--- config.mk ---
export PLATFORM = sky130hd
export DESIGN_NAME = settings_readback_gp_pin_mux
export DESIGN_NICKNAME = d
export VERILOG_FILES = /design/src/hdl/pin_mux_pkg.sv /design/src/hdl/settings_readback_gp_pin_mux.sv
export SDC_FILE = /design/constraint.sdc
export NUM_CORES = 1
export LEC_CHECK = 0
export BUFFER_PORTS_ARGS = -buffer_cell sky130_fd_sc_hd__buf_2
export CAP_MARGIN = 20
export CORE_MARGIN = 4
export CORE_UTILIZATION = 52
export CTS_CLUSTER_DIAMETER = 150
export DETAILED_ROUTE_END_ITERATION = 12
export HOLD_SLACK_MARGIN = 0.03
export PLACE_DENSITY = 0.77
export SYNTH_ARGS = -nofsm -noshare
export SYNTH_HDL_FRONTEND = slang
export SYNTH_SLANG_ARGS = --single-unit
--- constraint.sdc ---
create_clock -name aclk -period 2.31 [get_ports aclk]
set_clock_uncertainty 0.15 [all_clocks]
set_input_delay 0.5775 -clock aclk [delete_from_list [all_inputs] [get_ports aclk]]
set_output_delay 0.5775 -clock aclk [all_outputs]
set_load 0.02 [all_outputs]
--- src/hdl/pin_mux_pkg.sv ---
// constants and carrier types for the settings readback pin mux
package pin_mux_pkg;
  // register indices; byte address is four times the index
  localparam logic [5:0] IDX_VID_LO    = 6'h08;
  localparam logic [5:0] IDX_VID_HI    = 6'h09;
  localparam logic [5:0] IDX_PID_LO    = 6'h0a;
  localparam logic [5:0] IDX_PID_HI    = 6'h0b;
  localparam logic [5:0] IDX_POWER     = 6'h0c;
  localparam logic [5:0] IDX_CURRENT   = 6'h0d;
  localparam logic [5:0] IDX_PW1       = 6'h0e;
  localparam logic [5:0] IDX_PW2       = 6'h0f;
  localparam logic [5:0] IDX_PW3       = 6'h10;
  localparam logic [5:0] IDX_PW4       = 6'h11;
  localparam logic [5:0] IDX_PW5       = 6'h12;
  localparam logic [5:0] IDX_PW6       = 6'h13;
  localparam logic [5:0] IDX_PW7       = 6'h14;
  localparam logic [5:0] IDX_PW8       = 6'h15;
  localparam logic [5:0] IDX_PIN0      = 6'h16;
  localparam logic [5:0] IDX_PIN1      = 6'h17;
  localparam logic [5:0] IDX_PIN2      = 6'h18;
  localparam logic [5:0] IDX_CTRL      = 6'h20;
  localparam logic [5:0] IDX_STATUS    = 6'h21;
  localparam logic [5:0] IDX_MASK      = 6'h22;
  localparam logic [5:0] IDX_PIN_STATE = 6'h23;
  localparam int         NUM_SETTINGS  = 17;

  // pin settings byte fields
  localparam int OUT_VAL_BIT = 4;
  localparam int DIR_BIT     = 3;
  localparam int DESIG_MSB   = 2;

  // designation codes
  localparam logic [2:0] DESIG_GPIO   = 3'h0;
  localparam logic [2:0] P0_SUSPEND   = 3'h1;
  localparam logic [2:0] P0_RX_ACT    = 3'h2;
  localparam logic [2:0] P1_CLK_OUT   = 3'h1;
  localparam logic [2:0] P1_ADC1      = 3'h2;
  localparam logic [2:0] P1_TX_ACT    = 3'h3;
  localparam logic [2:0] P1_EDGE_IRQ  = 3'h4;
  localparam logic [2:0] P2_CONFIGURED = 3'h1;
  localparam logic [2:0] P2_ANALOG_INPUT_CHANNEL_TWO      = 3'h2;
  localparam logic [2:0] P2_ANALOG_OUTPUT_CHANNEL_ONE      = 3'h3;

  // control register fields
  localparam int          DIV_W          = 5;
  localparam int          CTRL_NEG_EDGE  = 6;
  localparam int          CTRL_POS_EDGE  = 5;
  localparam int          CTRL_RX_IDLE   = 8;
  localparam int          CTRL_TX_IDLE   = 9;
  localparam int          CTRL_SSP_IDLE  = 10;
  localparam int          CTRL_CFG_IDLE  = 11;
  localparam logic [15:0] CTRL_RESET     = 16'h0000;
  localparam logic [7:0]  SETTING_RESET  = 8'h00;
  localparam int          STAT_EDGE      = 0;

  localparam logic [1:0] RESP_OKAY   = 2'h0;
  localparam logic [1:0] RESP_SLVERR = 2'h2;

  typedef struct packed {
    logic [2:0] out;
    logic [2:0] oe;
  } pin_drive_s;

  typedef struct packed {
    logic adc1_sel;
    logic analog_input_channel_two_sel;
    logic analog_output_channel_one_sel;
  } analog_sel_s;

  typedef struct packed {
    logic [15:0] vendor_id;
    logic [15:0] product_id;
    logic [7:0]  power_attributes;
    logic [8:0]  current_ma;
  } usb_desc_s;
endpackage : pin_mux_pkg

--- src/hdl/settings_readback_gp_pin_mux.sv ---
// settings registers, general pin mux and edge interrupt behind an axi4-lite slave
//
// Decided for this implementation: register access over AXI4-Lite.
`timescale 1ns/1ps

module settings_readback_gp_pin_mux (
  input  wire logic                     aclk,
  input  wire logic                     aresetn,
  input  wire logic                     clk_en,
  input  wire logic [7:0]               s_axi_awaddr,
  input  wire logic [2:0]               s_axi_awprot,
  input  wire logic                     s_axi_awvalid,
  output logic                          s_axi_awready,
  input  wire logic [31:0]              s_axi_wdata,
  input  wire logic [3:0]               s_axi_wstrb,
  input  wire logic                     s_axi_wvalid,
  output logic                          s_axi_wready,
  output logic [1:0]                    s_axi_bresp,
  output logic                          s_axi_bvalid,
  input  wire logic                     s_axi_bready,
  input  wire logic [7:0]               s_axi_araddr,
  input  wire logic [2:0]               s_axi_arprot,
  input  wire logic                     s_axi_arvalid,
  output logic                          s_axi_arready,
  output logic [31:0]                   s_axi_rdata,
  output logic [1:0]                    s_axi_rresp,
  output logic                          s_axi_rvalid,
  input  wire logic                     s_axi_rready,
  input  wire logic [2:0]               pin_in,
  input  wire logic                     suspend_active,
  input  wire logic                     usb_configured,
  input  wire logic                     uart_rx_active,
  input  wire logic                     uart_tx_active,
  output pin_mux_pkg::pin_drive_s       pins,
  output pin_mux_pkg::analog_sel_s      analog,
  output pin_mux_pkg::usb_desc_s        usb_desc,
  output logic                          irq
);
  import pin_mux_pkg::*;

  localparam int S0 = int'(IDX_PIN0) - int'(IDX_VID_LO);
  localparam int S1 = int'(IDX_PIN1) - int'(IDX_VID_LO);
  localparam int S2 = int'(IDX_PIN2) - int'(IDX_VID_LO);
  localparam int SC = int'(IDX_CURRENT) - int'(IDX_VID_LO);
  localparam int SW = int'(IDX_PW1) - int'(IDX_VID_LO);

  typedef struct packed {
    logic                          aw_got;
    logic                          w_got;
    logic [5:0]                    aw_idx;
    logic [31:0]                   wdata;
    logic [3:0]                    wstrb;
    logic                          awready;
    logic                          wready;
    logic                          bvalid;
    logic [1:0]                    bresp;
    logic                          arready;
    logic                          rvalid;
    logic [1:0]                    rresp;
    logic [31:0]                   rdata;
    logic [NUM_SETTINGS-1:0][7:0]  cfg;
    logic [15:0]                   ctrl;
    logic [0:0]                    status;
    logic [0:0]                    mask;
    logic [2:0]                    sync1;
    logic [2:0]                    sync2;
    logic                          pin1_prev;
    logic [DIV_W-1:0]              div_cnt;
    logic                          clk_level;
    pin_drive_s                    drive;
    analog_sel_s                   ana;
    usb_desc_s                     desc;
    logic                          irq;
  } state_s;

  state_s q;
  state_s d;
  logic   wr_fire;
  logic   edge_event;

  // a write retires once address and data are both held and no answer is pending
  assign wr_fire = q.aw_got && q.w_got && !q.bvalid;

  // next state of the whole block
  always_comb begin
    logic [7:0] s;
    logic       rise;
    logic       fall;
    logic [5:0] ridx;
    s    = 8'h00;
    rise = q.sync2[1] && !q.pin1_prev;
    fall = !q.sync2[1] && q.pin1_prev;
    ridx = s_axi_araddr[7:2];
    d    = q;
    // two stages before any pin level is looked at
    d.sync1     = pin_in;
    d.sync2     = q.sync1;
    d.pin1_prev = q.sync2[1];

    // address and data channels are taken independently
    if (s_axi_awvalid && q.awready) begin
      d.aw_got = 1'b1;
      d.aw_idx = s_axi_awaddr[7:2];
    end
    if (s_axi_wvalid && q.wready) begin
      d.w_got = 1'b1;
      d.wdata = s_axi_wdata;
      d.wstrb = s_axi_wstrb;
    end
    if (q.bvalid && s_axi_bready) begin
      d.bvalid = 1'b0;
    end

    // register write; settings bytes live in lane 0
    if (wr_fire) begin
      d.aw_got = 1'b0;
      d.w_got  = 1'b0;
      d.bvalid = 1'b1;
      d.bresp  = RESP_OKAY;
      if (q.aw_idx >= IDX_VID_LO && q.aw_idx <= IDX_PIN2) begin
        if (q.wstrb[0]) begin
          d.cfg[5'(q.aw_idx - IDX_VID_LO)] = q.wdata[7:0];
        end
      end else begin
        case (q.aw_idx)
          IDX_CTRL: begin
            if (q.wstrb[0]) d.ctrl[7:0] = q.wdata[7:0];
            if (q.wstrb[1]) d.ctrl[15:8] = q.wdata[15:8];
          end
          IDX_STATUS: begin
            if (q.wstrb[0]) d.status = q.status & ~q.wdata[0:0];
          end
          IDX_MASK: begin
            if (q.wstrb[0]) d.mask = q.wdata[0:0];
          end
          IDX_PIN_STATE: d.bresp = RESP_OKAY;
          default: d.bresp = RESP_SLVERR;
        endcase
      end
    end

    edge_event = (q.cfg[S1][DESIG_MSB:0] == P1_EDGE_IRQ) &&
                 ((fall && q.ctrl[CTRL_NEG_EDGE]) || (rise && q.ctrl[CTRL_POS_EDGE]));
    // set is applied after the clear so a same-cycle event survives
    if (edge_event) begin
      d.status[STAT_EDGE] = 1'b1;
    end

    // read answers one cycle after the address is taken
    if (s_axi_arvalid && q.arready) begin
      d.rvalid = 1'b1;
      d.rresp  = RESP_OKAY;
      d.rdata  = 32'h0000_0000;
      if (ridx >= IDX_VID_LO && ridx <= IDX_PIN2) begin
        d.rdata[7:0] = q.cfg[5'(ridx - IDX_VID_LO)];
      end else begin
        case (ridx)
          IDX_CTRL:      d.rdata[15:0] = q.ctrl;
          IDX_STATUS:    d.rdata[0:0] = q.status;
          IDX_MASK:      d.rdata[0:0] = q.mask;
          IDX_PIN_STATE: d.rdata[11:0] = {q.ana, q.drive.oe, q.drive.out, q.sync2};
          default:       d.rresp = RESP_SLVERR;
        endcase
      end
    end else if (q.rvalid && s_axi_rready) begin
      d.rvalid = 1'b0;
    end

    // one transaction of each kind in flight at a time
    d.awready = !d.aw_got && !d.bvalid;
    d.wready  = !d.w_got && !d.bvalid;
    d.arready = !d.rvalid;

    // gpio part, shared by every pin
    d.drive = '0;
    d.ana   = '0;
    for (int p = 0; p < 3; p++) begin
      s = q.cfg[S0 + p];
      if (s[DESIG_MSB:0] == DESIG_GPIO) begin
        d.drive.oe[p]  = !s[DIR_BIT];
        d.drive.out[p] = s[OUT_VAL_BIT];
      end
    end

    case (q.cfg[S0][DESIG_MSB:0])
      P0_SUSPEND: begin
        d.drive.oe[0]  = 1'b1;
        d.drive.out[0] = q.ctrl[CTRL_SSP_IDLE] ^ suspend_active;
      end
      P0_RX_ACT: begin
        d.drive.oe[0]  = 1'b1;
        d.drive.out[0] = q.ctrl[CTRL_RX_IDLE] ^ uart_rx_active;
      end
      default: ;
    endcase

    case (q.cfg[S1][DESIG_MSB:0])
      P1_CLK_OUT: begin
        d.drive.oe[1]  = 1'b1;
        d.drive.out[1] = q.clk_level;
      end
      P1_ADC1:   d.ana.adc1_sel = 1'b1;
      P1_TX_ACT: begin
        d.drive.oe[1]  = 1'b1;
        d.drive.out[1] = q.ctrl[CTRL_TX_IDLE] ^ uart_tx_active;
      end
      default: ;
    endcase

    case (q.cfg[S2][DESIG_MSB:0])
      P2_CONFIGURED: begin
        d.drive.oe[2]  = 1'b1;
        d.drive.out[2] = q.ctrl[CTRL_CFG_IDLE] ^ usb_configured;
      end
      P2_ANALOG_INPUT_CHANNEL_TWO: d.ana.analog_input_channel_two_sel = 1'b1;
      P2_ANALOG_OUTPUT_CHANNEL_ONE: d.ana.analog_output_channel_one_sel = 1'b1;
      default: ;
    endcase

    // clock divider; a divider of zero parks the clock low
    if (q.cfg[S1][DESIG_MSB:0] == P1_CLK_OUT && q.ctrl[DIV_W-1:0] != '0) begin
      if (q.div_cnt >= q.ctrl[DIV_W-1:0] - 5'd1) begin
        d.div_cnt   = '0;
        d.clk_level = !q.clk_level;
      end else begin
        d.div_cnt = q.div_cnt + 5'd1;
      end
    end else begin
      d.div_cnt   = '0;
      d.clk_level = 1'b0;
    end

    // enumeration values follow the settings bytes
    d.desc.vendor_id        = {d.cfg[1], d.cfg[0]};
    d.desc.product_id       = {d.cfg[3], d.cfg[2]};
    d.desc.power_attributes = d.cfg[4];
    d.desc.current_ma       = {d.cfg[SC], 1'b0};
    d.irq                   = |(d.status & d.mask);
  end

  // the only state register; clock enable freezes everything
  always_ff @(posedge aclk) begin
    if (!aresetn) begin
      q     <= '0;
      q.cfg <= {NUM_SETTINGS{SETTING_RESET}};
      q.ctrl <= CTRL_RESET;
    end else if (clk_en) begin
      q <= d;
    end
  end

  // outputs straight from the state register
  assign s_axi_awready = q.awready;
  assign s_axi_wready  = q.wready;
  assign s_axi_bvalid  = q.bvalid;
  assign s_axi_bresp   = q.bresp;
  assign s_axi_arready = q.arready;
  assign s_axi_rvalid  = q.rvalid;
  assign s_axi_rresp   = q.rresp;
  assign s_axi_rdata   = q.rdata;
  assign pins          = q.drive;
  assign analog        = q.ana;
  assign usb_desc      = q.desc;
  assign irq           = q.irq;
endmodule : settings_readback_gp_pin_mux
# --- Yosys cells after proc, flatten, opt, wreduce, memory -nomap -nowiden ---
# Index checks and enable logic that the tools add are counted.
totals:
  register_bits: 260
  input_bits: 73
  wordCells: 182
classes:
  n_addsub: 4
  order_cmp: 8
  eq_ne: 18
  mux: 51
  n_bitwise: 8
  reduce_logical: 46
op_table:
  columns: ["operator", "count"]
  rows:
  - ["$bwmux 136", 1]
  - ["$mux 40", 2]
  - ["$mux 58", 1]
  - ["$eq 6x6->1 const B", 8]
  - ["$mux 8", 6]
  - ["$bmux 8 s5", 1]
  - ["$demux 8 s5", 1]
  - ["$mux 1", 24]
  - ["$pmux 11 s2", 1]
  - ["$logic_and 1x1->1", 18]
  - ["$mux 18", 1]
  - ["$mux 16", 1]
  - ["$eq 3x2->1 const B", 5]
  - ["$ge 6x4->1 const B", 2]
  - ["$le 6x5->1 const B", 2]
  - ["$lt 5x6->1 const B", 2]
  - ["$logic_not 1->1", 11]
  - ["$mux 2", 5]
  - ["$reduce_and 2->1", 5]
  - ["$reduce_and 5->1", 2]
  - ["$sub 5x4->5 const B", 2]
  - ["$eq 3x1->1 const B", 3]
  - ["$logic_not 3->1", 3]
  - ["$reduce_or 4->1", 2]
  - ["19 further kinds", 26]

# --- Logic depth before layout (Yosys ltp) ---
logic_depth:
  word_depth: 11
  depth_mapped: 9
  mapped_depth_nobuf: 9

# --- Least setup slack after synthesis ---
# No wires, ideal clock.
synth_timing:
  kind: "input -> register"
  start: "input port s_axi_araddr[2]"
  end: "register q, in the netlist s_axi_rdata[2]"
  setup_time_ns: 0.117
  t_arrival_ns: 2.075
  required_time_ns: 2.043
  path_slack_ns: -0.032
  stages: 7
  n_path_buf: 2
  cell_sequence: "buf_6 -> buf_2 -> mux4_2 -> a22o_1 -> nor2_1 -> o21ai_0 -> a22o_1"
synth_via:
  elab_chain_len: 4
  elab_cells_between_ends: 10
  classes_between: "add/sub: 1; order compare: 2; eq/ne: 2; mux: 4; reduce/logical: 1"
synth_lines:
  columns: ["item", "line", "rtl"]
  rows:
  - ["start, declared", "settings_readback_gp_pin_mux.sv:21", "input wire logic [7:0] s_axi_araddr,"]
  - ["$sub 5x4->5", "settings_readback_gp_pin_mux.sv:155", "d.rdata[7:0] = q.cfg[5'(ridx - IDX_VID_LO)];"]
  - ["$bmux 8 s5", "settings_readback_gp_pin_mux.sv:155", null]
  - ["$mux 8 (not written as such)", "settings_readback_gp_pin_mux.sv:155", null]
  - ["$mux 8 (*)", "settings_readback_gp_pin_mux.sv:154", "if (ridx >= IDX_VID_LO && ridx <= IDX_PIN2) begin"]
  - ["end, declared", "settings_readback_gp_pin_mux.sv:76", "state_s q;"]
# Every way passes the cells marked *; elsewhere a longest branch is shown, timed or not. The select of a mux whose other input is x is not followed.
# A chain may end at the register's enable or synchronous reset.

# --- Worst setup path after layout ---
layout_timing:
  start: "register q[74] (netlist name)"
  end: "register q[60] (netlist name)"
layout_via:
  elab_chain_len: 4
  elab_cells_between_ends: 6
  classes_between: "add/sub: 1; order compare: 1; mux: 2; reduce/logical: 2"
layout_lines:
  columns: ["item", "line", "rtl"]
  rows:
  - ["$sub 5x1->5", "settings_readback_gp_pin_mux.sv:222", "if (q.div_cnt >= q.ctrl[DIV_W-1:0] - 5'd1) begin"]
  - ["$ge 5x5->1", "settings_readback_gp_pin_mux.sv:222", null]
  - ["$mux 5", "settings_readback_gp_pin_mux.sv:222", null]
  - ["$mux 6 (*)", "settings_readback_gp_pin_mux.sv:221", "if (q.cfg[S1][DESIG_MSB:0] == P1_CLK_OUT && q.ctrl[DIV_W-1:0] != '0) begin"]
# Every way passes the cells marked *; elsewhere a longest branch is shown, timed or not.

==> results.md <==
* Syn-to-layout area delta at 14.1%
* Synth Instances at 1263
* Cell internal pwr at approximately 0.0069 W
* Port Buffers at around 130
* Worst Slack Setup Final at just over 90 ps
* Largest net degree at the start of global routing at 94
* Setup-failing EPs final at 0
* Post-synth EDFFs at 0
* Post-synthesis mux area share at between 10% and 20%
* Switching Power at approximately 0.0019 W
* CTS root buffer: clkbuf_16
* Slew headroom at a little over three fifths
* Final GP Congestion at between 0.8 and 0.9
* CTS tree: built
* Die area at approximately 24000 µm²
* CTS sink count at 226
* Worst-Margin Slew at ~550 ps
* Synth Area in Compound Gates at ~17%
* I/O Pins at between 150 and 200
* WHS at 154 ps
* Share of the yosys chip area belonging to registers at between 40 and 50%
* DR WL/cell at around 19 µm
* Largest area contributor in the netlist: dfxtp_1
* Fin Setup TNS at 0 ps
* Mapped cell area at 11300 µm²
* Critical-path cell list: inv_1 > ha_2 > nor3b_4 > xnor2_1 > ha_1 > nand2_2 > o211a_1 > and3_1 > o21a_1
* Ant. Diodes at 0
* Switching share of total power at 21.7%
* Largest fanout on the critical path at 3
* Fin nets at 1390
* CP Data Required Time at ~2600 ps
* Via density at slightly below 6
* CTS Hold Buffers Added at 0
* Hpwl dp at approximately 21 mm
* Synthesized flop and latch total at 226
* Number of remaining DRC errors at 0
* First-pass GRT wire length at approximately 48 mm
* Endpoints failing hold at 0
* Die Ht at ~160 µm
* Clock Power Share at about half
* Max Root-Sink Buffers at 3
* Max cap viols at 0
* Sequential share of power at 45.2%
* Syn_area_per_cell at between 8 and 9 µm²
* Placement row count at 53
* Tmin final at around 2200 ps
* Flop2flop setup slack at between 90 and 100 ps
* Post-synth top cells: dfxtp_1 (226), nand2_1 (200), a21boi_0 (150), nand3_1 (135), buf_4 (95)
* DR vias at between 9000 and 10000
* Drt first pass iters at 5
* Die X-Extent at approximately 160 µm
* Antenna violations before repair at 0
* Ys async rst share at 0%
* Fmax at roughly 450 MHz
* Placed Cells at 1557
* Final WL at ~31 mm
* Period utilisation layout at between 90 and 100%
* Adder-Cell Fraction of Synth Area at less than 1%
* Antenna-violating nets left at 0
* Worst Setup Start Kind: register
* Hold WC Path Type: in2reg
* Logic gate share of total power at 5.8%
* Slowest cell on crit path: ha_1
* Synth area leaders: dfxtp_1 (40%), a21boi_0 (10%), nand2_1 (6.6%)
* GRT Resource Usage Total at between 20% and 30%
* Max VDD drop at 0.536 mV
* WP data arrival at 2480 ps
* Grt total ovfl at 0
* Crit Path Class: reg2reg
* Pwr Total at between 0.008 and 0.009 W
* Status: complete, no violations
* CTS clock-pin slew for the worst setup and hold paths at 60 ps
* Distinct cells, synth at between 50 and 60
* CP Buf/Inv Count at 1
* Most frequent cell after synthesis: dfxtp_1
* Initial drt markers at 1030
* Post-Synth XOR/XNOR Area at less than 1%
* Leakage at about 5.0 nW
* Initial core utilization at a little over half
* Core footprint at 21200 µm²
* Worst skew pair latency at roughly 520 ps
* Slew Limit Fails at 0
* CP max stage delay at approximately 340 ps
* Setup WS pre-CTS at -319 ps
* Largest family of logic cells by synthesized area: simple AND/OR/NAND/NOR gates
* Simple-gate share of the synthesized area at about a fifth
* Layout cell share with drive strength beyond 1 at between 20 and 25%
* Synth top area share at between 40% and 50%
* CTS Buf Count at 24
* Synthesis Warnings at 0
* Most used DFF post-synth: dfxtp_1
* Clock H-tree levels at 1
* Crit path max-delay family: adder cells
* Pwr dens at 680 nW/µm²
* CP Capture Type: register
* Vias in the first global route at 8852
* Fin cells at approximately 1600
flip-flops by register name, indices dropped and copies added, names as in the netlist, 3 cells and up:
signal	count
q	179
s_axi_rdata	16
usb_desc	10
pins	6
d	4
analog	3
layout make-up:
class                      count  area, µm²
inverter                       9       33.8
tap                          275        344
clock inverter                 9        170
sequential                   226       4520
multi-input combinational    848       5740
fill                        1754       8320
clock buffer                  34        719
timing repair buffer         200       1370
layout by cell type (no fill, tap or decap), drive strengths merged, types with 9 or more instances in the layout:
cell type / count
o21ai: 20
nor2b: 58
conb: 19
mux2i: 37
a22o: 22
mux4: 34
clkbuf: 34
nor2: 27
buf: 200
nand2: 201
a21boi: 155
dfxtp: 226
a21oi: 23
a22oi: 13
nand3: 135
nor3b: 9
tightest hold or removal path, delay by kind of cell:
| family | cells | cell delay [ps] |
|---|---|---|
| AOI/OAI and AO/OA | 1 | 60 |
| buffers and inverters | 1 | 90 |
| and+or+nand+nor | 1 | 40 |
timing repair:
action | CTS | global route
endpoints found under the setup margin | 4 | 5
pin swaps | 0 | 2
setup buffers | 0 | 1
gates resized for setup | 1 | 7
path summary, 6_finish.rpt:
| check | start | endpoint | cells past startpoint |
|---|---|---|---|
| worst max-delay path | q[74] | q[60] | 9 |
| worst min-delay path | s_axi_wdata[2] | q[273] | 3 |
| worst max register to register | q[74] | q[60] | 9 |
| worst min register to register | s_axi_rdata[10] | s_axi_rdata[10] | 2 |
per-layer routing:
layer  vias to the layer above  GRT usage [%]  part of all wire (%)  wire (µm)
li1                       4400              -                     -          -
met1                      4458           34.1                    42      12700
met2                       456           38.9                    46      14100
met3                        65           4.34                   9.4       2870
met4                         0           7.09                   2.6        790
met5                         -              0                     0          0
metrics by stage:
stage                     util [%]  instance area [µm²]
after global placement        56.3                12000
after CTS                     60.5                12800
after global routing          60.8                12900
after detailed placement      56.3                12000
after floorplan                  -                11400
final                         60.8                12900
cell families after synthesis:
group                    count (synthesis)
flip-flops                             226
XOR/XNOR                                 7
buffers and inverters                  207
other                                    1
adder cells (fa/ha/maj)                  8
multiplexers                            71
AND/OR/NAND/NOR                        478
AO/OA/AOI/OAI                          265
power by group through the flow:
stage | Combinational, W | Clock (W) | Sequential, W
6_report | 0.000507 | 0.00430 | 0.00396
5_1_grt | 0.000543 | 0.00448 | 0.00396
4_1_cts | 0.000501 | 0.00432 | 0.00396
3_5_place_dp | 0.000499 | 0 | 0.00404
3_3_place_gp | 0.000494 | 0 | 0.00404
2_1_floorplan | 0.000348 | 0 | 0.00404
(Power assumes the default switching activity.)
